[config.mk]
export PLATFORM = sky130hd
export DESIGN_NAME = fic_host
export DESIGN_NICKNAME = d
export VERILOG_FILES = /design/src/rtl/fic_pkg.sv /design/src/rtl/fic_host.sv
export SDC_FILE = /design/constraint.sdc
export NUM_CORES = 1
export LEC_CHECK = 0
export ABC_AREA = 1
export BUFFER_PORTS_ARGS = -buffer_cell sky130_fd_sc_hd__buf_2
export CORE_ASPECT_RATIO = 1.5
export CORE_MARGIN = 2
export CORE_UTILIZATION = 51
export DETAILED_ROUTE_END_ITERATION = 12
export GPL_ROUTABILITY_DRIVEN = 1
export GPL_TIMING_DRIVEN = 0
export HOLD_SLACK_MARGIN = 0.06
export PLACE_DENSITY = 0.73
export SETUP_SLACK_MARGIN = 0.05
export SYNTH_ARGS = -nofsm -noshare
export SYNTH_HDL_FRONTEND = slang
export SYNTH_SLANG_ARGS = --single-unit
[constraint.sdc]
create_clock -name clock -period 5.35 [get_ports clock]
set_input_delay 0.8025 -clock clock [delete_from_list [all_inputs] [get_ports clock]]
set_output_delay 0.8025 -clock clock [all_outputs]
set_load 0.02 [all_outputs]
[src/rtl/fic_pkg.sv]
// Constants for the flash identification and protection host controller.
// Assumes a single 125 MHz clock domain.
package fic_pkg;
   localparam int ADDR_W = 19;
   localparam int DATA_W = 16;
   localparam int SECT_W = 7;
   localparam int CLK_PERIOD_NS = 8;
   // Bus cycle phase times in ns
   localparam int T_SETUP_NS = 40;
   localparam int T_PULSE_NS = 56;
   localparam int T_HOLD_NS = 24;
   localparam int T_ACCESS_NS = 80;
   localparam logic [3:0] SETUP_CYC = 4'((T_SETUP_NS + CLK_PERIOD_NS - 1) / CLK_PERIOD_NS);
   localparam logic [3:0] PULSE_CYC = 4'((T_PULSE_NS + CLK_PERIOD_NS - 1) / CLK_PERIOD_NS);
   localparam logic [3:0] HOLD_CYC = 4'((T_HOLD_NS + CLK_PERIOD_NS - 1) / CLK_PERIOD_NS);
   localparam logic [3:0] ACCESS_CYC = 4'((T_ACCESS_NS + CLK_PERIOD_NS - 1) / CLK_PERIOD_NS);
   // Command words
   localparam logic [ADDR_W-1:0] UNLOCK1_ADDR = 19'h00555;
   localparam logic [ADDR_W-1:0] UNLOCK2_ADDR = 19'h002AA;
   localparam logic [7:0] UNLOCK1_DATA = 8'hAA;
   localparam logic [7:0] UNLOCK2_DATA = 8'h55;
   localparam logic [7:0] ID_CMD_DATA = 8'h90;
   localparam logic [7:0] RESET_CMD_DATA = 8'hF0;
   // Identification word offsets, used by both identification methods
   localparam logic [ADDR_W-1:0] ID_MFR_OFS = 19'h00000;
   localparam logic [ADDR_W-1:0] ID_DEV_OFS = 19'h00001;
   localparam logic [ADDR_W-1:0] ID_PROT_OFS = 19'h00002;
   localparam logic [7:0] PROT_SET = 8'h01;
   localparam logic [7:0] PROT_CLR = 8'h00;
   // Operation codes on the user port
   localparam logic [2:0] OP_READ = 3'h0;
   localparam logic [2:0] OP_ID_MFR = 3'h1;
   localparam logic [2:0] OP_ID_DEV = 3'h2;
   localparam logic [2:0] OP_ID_PROT = 3'h3;
   localparam logic [2:0] OP_RESET = 3'h4;
   localparam logic [2:0] OP_WRITE = 3'h5;
endpackage

[src/rtl/fic_host.sv]
// Host controller driving a parallel NOR flash through its strobes and pins.
// Assumes one clock; flash data pins are split into in, out and enable.
`timescale 1ns/100ps
module fic_host (
   input wire logic clock,
   input wire logic reset,
   input wire logic req_valid,
   output logic req_ready,
   input wire logic [2:0] req_op,
   input wire logic [fic_pkg::ADDR_W-1:0] req_addr,
   input wire logic [fic_pkg::DATA_W-1:0] req_wdata,
   input wire logic req_hv_mode,
   input wire logic temp_unprotect,
   output logic rsp_valid,
   output logic [fic_pkg::DATA_W-1:0] rsp_rdata,
   output logic [fic_pkg::ADDR_W-1:0] flash_addr,
   output logic [fic_pkg::DATA_W-1:0] flash_dq_out,
   output logic flash_dq_oe,
   input wire logic [fic_pkg::DATA_W-1:0] flash_dq_in,
   output logic flash_ce_n,
   output logic flash_oe_n,
   output logic flash_we_n,
   output logic high_volt_id_addr_bit,
   output logic high_volt_reset_pin
);
   // ==========================================================
   // Sequencer state
   typedef enum logic [4:0] {
      FIC_IDLE = 5'h01,
      FIC_SETUP = 5'h02,
      FIC_PULSE = 5'h04,
      FIC_HOLD = 5'h08,
      FIC_DONE = 5'h10
   } fic_state_t;

   fic_state_t state_q, state_d;
   logic [3:0] cnt_q;
   logic [1:0] step_q;
   logic [1:0] last_step_q;
   logic is_read_q;
   logic hv_q;
   logic [2:0] op_q;
   logic [fic_pkg::ADDR_W-1:0] base_q;
   logic [fic_pkg::DATA_W-1:0] wdata_q;
   logic [fic_pkg::ADDR_W-1:0] addr_q;
   logic [fic_pkg::DATA_W-1:0] dout_q;
   logic [fic_pkg::DATA_W-1:0] rdata_q;
   logic rsp_q;
   logic [fic_pkg::DATA_W-1:0] dq_s1_q, dq_s2_q;

   // ==========================================================
   // Step decode: each op is a list of bus cycles
   function automatic logic [1:0] fic_last_step(input logic [2:0] op, input logic hv);
      if (hv || op == fic_pkg::OP_READ || op == fic_pkg::OP_RESET || op == fic_pkg::OP_WRITE)
         return 2'h0;
      return 2'h3;
   endfunction

   wire cnt_done = (cnt_q == 4'h1);
   wire step_last = (step_q == last_step_q);
   wire step_read = is_read_q && step_last;
   wire is_id_op = (op_q == fic_pkg::OP_ID_MFR) || (op_q == fic_pkg::OP_ID_DEV) ||
                   (op_q == fic_pkg::OP_ID_PROT);

   // Address selecting identification item, shared by both methods
   wire [fic_pkg::ADDR_W-1:0] id_item_ofs =
      (op_q == fic_pkg::OP_ID_MFR) ? fic_pkg::ID_MFR_OFS :
      (op_q == fic_pkg::OP_ID_DEV) ? fic_pkg::ID_DEV_OFS : fic_pkg::ID_PROT_OFS;
   // Sector address lives in high bits of base, low bits from item offset
   wire [fic_pkg::ADDR_W-1:0] id_addr =
      {base_q[fic_pkg::ADDR_W-1:fic_pkg::ADDR_W-fic_pkg::SECT_W],
       id_item_ofs[fic_pkg::ADDR_W-fic_pkg::SECT_W-1:0]};

   logic [fic_pkg::ADDR_W-1:0] step_addr;
   logic [fic_pkg::DATA_W-1:0] step_data;
   always_comb begin
      step_addr = base_q;
      step_data = wdata_q;
      if (is_id_op) begin
         unique case (step_q)
            2'h0: begin
               step_addr = hv_q ? id_addr : fic_pkg::UNLOCK1_ADDR;
               step_data = {8'h00, fic_pkg::UNLOCK1_DATA};
            end
            2'h1: begin
               step_addr = fic_pkg::UNLOCK2_ADDR;
               step_data = {8'h00, fic_pkg::UNLOCK2_DATA};
            end
            2'h2: begin
               step_addr = fic_pkg::UNLOCK1_ADDR;
               step_data = {8'h00, fic_pkg::ID_CMD_DATA};
            end
            2'h3: begin
               step_addr = id_addr;
               step_data = wdata_q;
            end
         endcase
      end else if (op_q == fic_pkg::OP_RESET) begin
         step_data = {8'h00, fic_pkg::RESET_CMD_DATA};
      end
   end

   // ==========================================================
   // Phase sequencing
   wire start = (state_q == FIC_IDLE) && req_valid;
   assign req_ready = (state_q == FIC_IDLE);

   always_comb begin
      state_d = state_q;
      unique case (state_q)
         FIC_IDLE: if (req_valid) state_d = FIC_SETUP;
         FIC_SETUP: if (cnt_done) state_d = FIC_PULSE;
         FIC_PULSE: if (cnt_done) state_d = FIC_HOLD;
         FIC_HOLD: if (cnt_done) state_d = step_last ? FIC_DONE : FIC_SETUP;
         FIC_DONE: state_d = FIC_IDLE;
      endcase
   end

   wire [3:0] pulse_len = step_read ? fic_pkg::ACCESS_CYC : fic_pkg::PULSE_CYC;
   wire [3:0] cnt_load =
      (state_d == FIC_SETUP) ? fic_pkg::SETUP_CYC :
      (state_d == FIC_PULSE) ? pulse_len : fic_pkg::HOLD_CYC;
   wire phase_change = (state_d != state_q);

   always_ff @(posedge clock or posedge reset) begin
      if (reset) begin
         state_q <= FIC_IDLE;
         cnt_q <= 4'h0;
      end else begin
         state_q <= state_d;
         cnt_q <= phase_change ? cnt_load : cnt_q - 4'h1;
      end
   end

   always_ff @(posedge clock or posedge reset) begin
      if (reset) begin
         op_q <= fic_pkg::OP_READ;
         hv_q <= 1'b0;
         base_q <= '0;
         wdata_q <= '0;
         last_step_q <= 2'h0;
         is_read_q <= 1'b0;
      end else if (start) begin
         op_q <= req_op;
         hv_q <= req_hv_mode && ((req_op == fic_pkg::OP_ID_MFR) ||
            (req_op == fic_pkg::OP_ID_DEV) || (req_op == fic_pkg::OP_ID_PROT));
         base_q <= req_addr;
         wdata_q <= req_wdata;
         last_step_q <= fic_last_step(req_op, req_hv_mode);
         is_read_q <= (req_op != fic_pkg::OP_RESET) && (req_op != fic_pkg::OP_WRITE);
      end
   end

   always_ff @(posedge clock or posedge reset) begin
      if (reset) begin
         step_q <= 2'h0;
      end else if (start) begin
         step_q <= 2'h0;
      end else if (state_q == FIC_HOLD && cnt_done && !step_last) begin
         step_q <= step_q + 2'h1;
      end
   end

   // ==========================================================
   // Pin drive, registered
   wire in_pulse = (state_q == FIC_PULSE) || (state_d == FIC_PULSE);
   wire cyc_active = (state_q == FIC_SETUP) || (state_q == FIC_PULSE) || (state_q == FIC_HOLD);
   wire drive_we = in_pulse && (state_d == FIC_PULSE) && !step_read;
   wire drive_oe = (state_d == FIC_PULSE) && step_read;
   wire drive_dq = (state_d == FIC_SETUP || state_d == FIC_PULSE || state_d == FIC_HOLD)
                   && !step_read;

   always_ff @(posedge clock or posedge reset) begin
      if (reset) begin
         flash_ce_n <= 1'b1;
         flash_oe_n <= 1'b1;
         flash_we_n <= 1'b1;
         flash_dq_oe <= 1'b0;
         addr_q <= '0;
         dout_q <= '0;
         high_volt_id_addr_bit <= 1'b0;
         high_volt_reset_pin <= 1'b0;
      end else begin
         // Chip select covers the whole cycle so strobes never glitch
         flash_ce_n <= !(state_d == FIC_SETUP || state_d == FIC_PULSE ||
                         state_d == FIC_HOLD);
         flash_we_n <= !drive_we;
         flash_oe_n <= !drive_oe;
         flash_dq_oe <= drive_dq;
         addr_q <= step_addr;
         dout_q <= step_data;
         high_volt_id_addr_bit <= (state_d != FIC_IDLE) && (state_d != FIC_DONE) && hv_q;
         high_volt_reset_pin <= temp_unprotect;
      end
   end
   assign flash_addr = addr_q;
   assign flash_dq_out = dout_q;

   // ==========================================================
   // Read data capture through two flops
   always_ff @(posedge clock or posedge reset) begin
      if (reset) begin
         dq_s1_q <= '0;
         dq_s2_q <= '0;
         rdata_q <= '0;
         rsp_q <= 1'b0;
      end else begin
         dq_s1_q <= flash_dq_in;
         dq_s2_q <= dq_s1_q;
         rsp_q <= (state_q == FIC_DONE);
         // Sample at end of output enable, before the bus is released
         if (state_q == FIC_PULSE && cnt_done && step_read) begin
            // Identification data sits on the low byte only
            rdata_q <= is_id_op ? {8'h00, dq_s2_q[7:0]} : dq_s2_q;
         end
      end
   end
   assign rsp_valid = rsp_q;
   assign rsp_rdata = rdata_q;
endmodule

* Word level (Yosys, flattened, before mapping)
Index checks and enable logic that the tools add are counted.
** Storage, ports and cells
- Register bits :: 143
- Bits in latches :: 0
- RAM bits :: 0
- Bits in read-only memories :: 0
- Input port bits :: 59
- Memories :: 0
** Cells by class
- Add/subtract/negate cells :: 2
- $mul :: 0
- Div/mod/pow operators :: 0
- Magnitude comparators :: 0
- Eq/ne operators :: 27
- Shifts and indexed selects :: 0
- Multiplexer cells :: 25
- Bitwise gates (word level) :: 0
- Reduce and logical (&&, ||, !) cells :: 32
** Operators by type and width (number)
- 19-bit one-hot mux with 4 select lines :: 1
- 16-bit one-hot mux with 4 select lines :: 1
- 16-bit 2-to-1 mux :: 3
- 19-bit 2-to-1 mux :: 2
- 5-bit 2-to-1 mux :: 5
- 5-bit one-hot mux with 5 select lines :: 1
- 4-bit 2-to-1 mux :: 4
- 1-bit logical AND :: 14
- 3-bit by 2-bit == test with 1-bit output, second input constant :: 4
- 2-bit 2-to-1 mux :: 6
- 5-bit by 2-bit == test with 1-bit output, second input constant :: 2
- 5-bit by 3-bit == test with 1-bit output, second input constant :: 2
- 5-bit by 4-bit == test with 1-bit output, second input constant :: 2
- 1-bit logical OR :: 10
- 3-bit == test, second input constant :: 3
- 3-bit by 1-bit == test with 1-bit output, second input constant :: 2
- 3-bit != test, second input constant :: 2
- 5-bit by 1-bit == test with 1-bit output, second input constant :: 1
- 5-bit == test, second input constant :: 1
- 1-bit zero test :: 5
- 5-bit by 1-bit != test with 1-bit output, second input constant :: 1
- 5-bit != test :: 1
- 5-bit != test, second input constant :: 1
- 2-bit == test, second input constant :: 2
- other kinds (9) :: 10

* Depth between registers and ports, before layout
- Word-level depth :: 9
- Mapped depth :: 13
- Gate-level depth less buffers :: 13

* Least setup slack after synthesis
Ideal clock, no wire load.
- Path type :: register to output
- Start point :: register state_q[0]
- End point :: output port req_ready
- Arrival :: 1.016 ns
- Required time :: 4.548 ns
- Setup slack :: 3.532 ns
- Stages on the path, launching flop included :: 3
- Path buffers :: 0
- Cell sequence :: dfstp_2 inv_1 nor4_4
** Between the ends
- Longest elaborated chain between the ends :: 1
** RTL lines
- start, declared :: line fic_host.sv:36 : fic_state_t state_q, state_d;
- start signal, assigned :: line fic_host.sv:130 : state_q <= state_d;
- 5-bit by 1-bit == test with 1-bit output :: line fic_host.sv:106 : assign req_ready = (state_q == FIC_IDLE);
- end, declared :: line fic_host.sv:8 : output logic req_ready,
No other way between the ends.

* Final worst setup path
- Start point :: register state_q[2]
- End point :: output port req_ready
The elaborated chain is that of the path after synthesis.

==> metrics.txt <==
initial antenna violation count=0; slowest stage delay, CP=0.47 ns; critical path's slowest cell=dfrtp_1; worst slew pin tran=roughly 0.70 ns; sequential fraction of the synthesis area=0.6459; CTS resizes=0; highest net fanout along the worst path=7; Max rail drop VDD=278.0 µV; placed cells=797; post-synthesis cell count=535; I/O pin count=about 120; CTS Sinks=142; Residual DRC=0; hold bufs inserted after CTS=0; DPL Wire Length=8.557 mm; layout cells sized above 1=0.3095; Final Skew=0.008406 ns; Synth-to-Final Area Change=26.69%; startpoint types=flop; DR vias/cell=4.924; Max Clock Freq=415.0 MHz; Mean Syn Cell Area=10.30 µm²; Iteration-0 DRC Markers=225; TritonCTS clock tree=done; max_slew headroom=0.5327; hold path cells=0; die height=131.3 µm; period utilization=0.4504; port bufs=between 100 and 150; H-tree depth=4; Final Max Slew Viols=0; starting density of the core=0.5230; setup bufs post-CTS=0; Core Box Area=10530 µm²; Total Nets Final=737; filler instances=approximately 800; WL/cell=14.35 µm; Reg clk slew, reported paths=~0.060 ns; Netlist cell types=37; final hold viol count=0; Max-Cap Viols=0; root buf cell=clkbuf_16; Max Buffers Root-to-Sink=2; Synth Cell Area=5509 µm²; largest net degree at the start of global routing=84; via count=between 4k and 5k; Final Cell Area=6979 µm²; Pleak=3.675 nW; hold slack=0.3453 ns; YS warnings=0; status=finished, final reports clean; Final Critical Period=2.410 ns; FP Rows=46; Worst Reg-to-Reg Cells=7; first-pass GRT wire length=19.78 mm; post-synth net total=600; Num CTS Buffers=17; Hold/Removal Path Class=flop to flop; TritonRoute pass-1 iters=4; synthesized flop and latch total=142; Cell Pwr Density=503.9 nW/µm²; GPL Wtd Cong=around 0.81; Remaining Overflow, GRT=0; DRT Wirelength=~12 mm; CP endpoint kind=output pin; RSZ-0062 raised after global routing=no; Power, Total=0.003517 W; vias in the first global route=4281; Crit path required time=4.55 ns; critical path class=flop to output pin; CP arrival=1.61 ns; placed inst area=approximately 6300 µm²; gr usage total=0.2203; Core Util, Final=0.6626; final antenna-violating net count=0; die area=11670 µm²; # setup viols final=0; final cell count without fillers=830; CP Cell Sequence=nor2_2, inv_2, nor4_4, buf_2; clk_lat worst skew=0.41 ns; die width=88.86 µm
==> stage by stage <==
stage | setup slack (ns) | TNS, ns
final | 2.940 | 0
after global routing | 2.845 | 0
after CTS | 2.924 | 0
after detailed placement | 3.319 | 0
after global placement | -0.5334 | -72.17
after floorplan | 0.7445 | 0
==> Yosys cell counts (all sizes together) <==
cell type | count | area (µm²)
nand3 | 25 | 165.2
nand2 | 165 | 636.9
a32oi | 2 | 17.52
clkbuf | 7 | 27.52
dfrtp | 138 | 3453
mux2 | 8 | 105.1
nand4 | 4 | 25.02
nor2 | 52 | 255.2
and3 | 1 | 6.260
a32o | 1 | 10.01
or2 | 1 | 6.260
nor3 | 4 | 20.02
ha | 6 | 75.07
o21ai | 43 | 219.0
nor4 | 1 | 21.27
o31ai | 2 | 20.02
a31oi | 2 | 12.51
a221oi | 1 | 8.760
dfstp | 4 | 105.1
a41oi | 1 | 8.760
inv | 49 | 183.9
buf | 7 | 60.05
xor2 | 2 | 17.52
a21oi | 8 | 43.79
clkinv | 1 | 5.000
==> state kept, by name, summed over array words and instances, names as in the netlist <==
register and count:
flash_we_n 1, flash_dq_oe 1, state_q 5, op_q 3
high_volt_reset_pin 1, is_read_q 1, flash_oe_n 1, rsp_rdata 16
wdata_q 16, dq_s2_q 16, high_volt_id_addr_bit 1, base_q 19
flash_addr 19, cnt_q 4, flash_ce_n 1, hv_q 1
last_step_q 1, step_q 2, rsp_valid 1, flash_dq_out 16
dq_s1_q 16
==> worst max-delay path, delay by kind of cell, from the launching register on <==
kind / cells / cell delay (ns)
buf+inv: 2 / 0.29
flops: 1 / 0.47
simple gates: 2 / 0.43
==> cell usage in the layout (no fill, tap or decap), types with 2 or more instances in the layout <==
cell type | netlist | layout
nand2_1 | 158 | 158
dfrtp_1 | 138 | 138
buf_2 | 3 | 120
inv_1 | 45 | 44
o21ai_0 | 41 | 41
nor2_1 | 36 | 36
nand3_1 | 17 | 17
clkbuf_16 | 0 | 17
nor2_2 | 12 | 12
nand3_2 | 8 | 8
nand2_2 | 7 | 7
a21oi_1 | 7 | 7
clkbuf_1 | 6 | 6
ha_1 | 6 | 6
bufinv_16 | 0 | 6
inv_2 | 4 | 4
buf_6 | 4 | 4
nor2_4 | 4 | 4
mux2_4 | 4 | 4
mux2_2 | 4 | 4
clkinv_2 | 1 | 4
nand4_1 | 4 | 4
nor3_1 | 4 | 4
dfstp_2 | 4 | 4
clkinvlp_4 | 0 | 3
clkinv_4 | 0 | 3
a32oi_1 | 2 | 2
xor2_1 | 2 | 2
a31oi_1 | 2 | 2
==> cell families after synthesis <==
logic type | share of synthesized area
AO/OA/AOI/OAI | 0.06178
AND/OR/NAND/NOR | 0.2062
buffers and inverters | 0.05019
XOR/XNOR | 0.003180
adder cells (fa/ha/maj) | 0.01363
multiplexers | 0.01908
flip-flops | 0.6459
==> metal layers <==
metal,global-route usage,part of all wire
met4,0.1077,0.024
met2,0.3818,0.55
met1,0.2432,0.38
met3,0.05465,0.045
met5,0,0
==> power by group <==
| part | internal, W | switching (W) |
|---|---|---|
| sequential | 0.00127 | 0.0000874 |
| clock | 0.000873 | 0.000436 |
| combinational | 0.000296 | 0.000551 |
==> cell type report <==
cell class	count	area (µm²)	share of cell area
timing repair buffer	118	613.1	0.08785
clock inverter	15	244.0	0.03496
sequential	142	3558	0.5099
tap	144	180.2	0.02582
clock buffer	17	425.4	0.06095
multi-input combinational	329	1674	0.2399
buffer	14	87.58	0.01255
inverter	50	193.9	0.02779
antenna	1	2.502	0.0003586
==> worst paths after layout <==
path | end | slack, ns | start
worst min-delay path | dq_s2_q[8] | 0.35 | dq_s1_q[8]
max in group asynchronous | dq_s2_q[12] | 4.14 | reset
worst max register to register | flash_addr[15] | 3.31 | step_q[0]
min in group asynchronous | wdata_q[14] | 0.45 | reset
worst max-delay path | req_ready | 2.94 | state_q[2]
worst min register to register | dq_s2_q[8] | 0.35 | dq_s1_q[8]
Power figures use the tool's default switching activity.
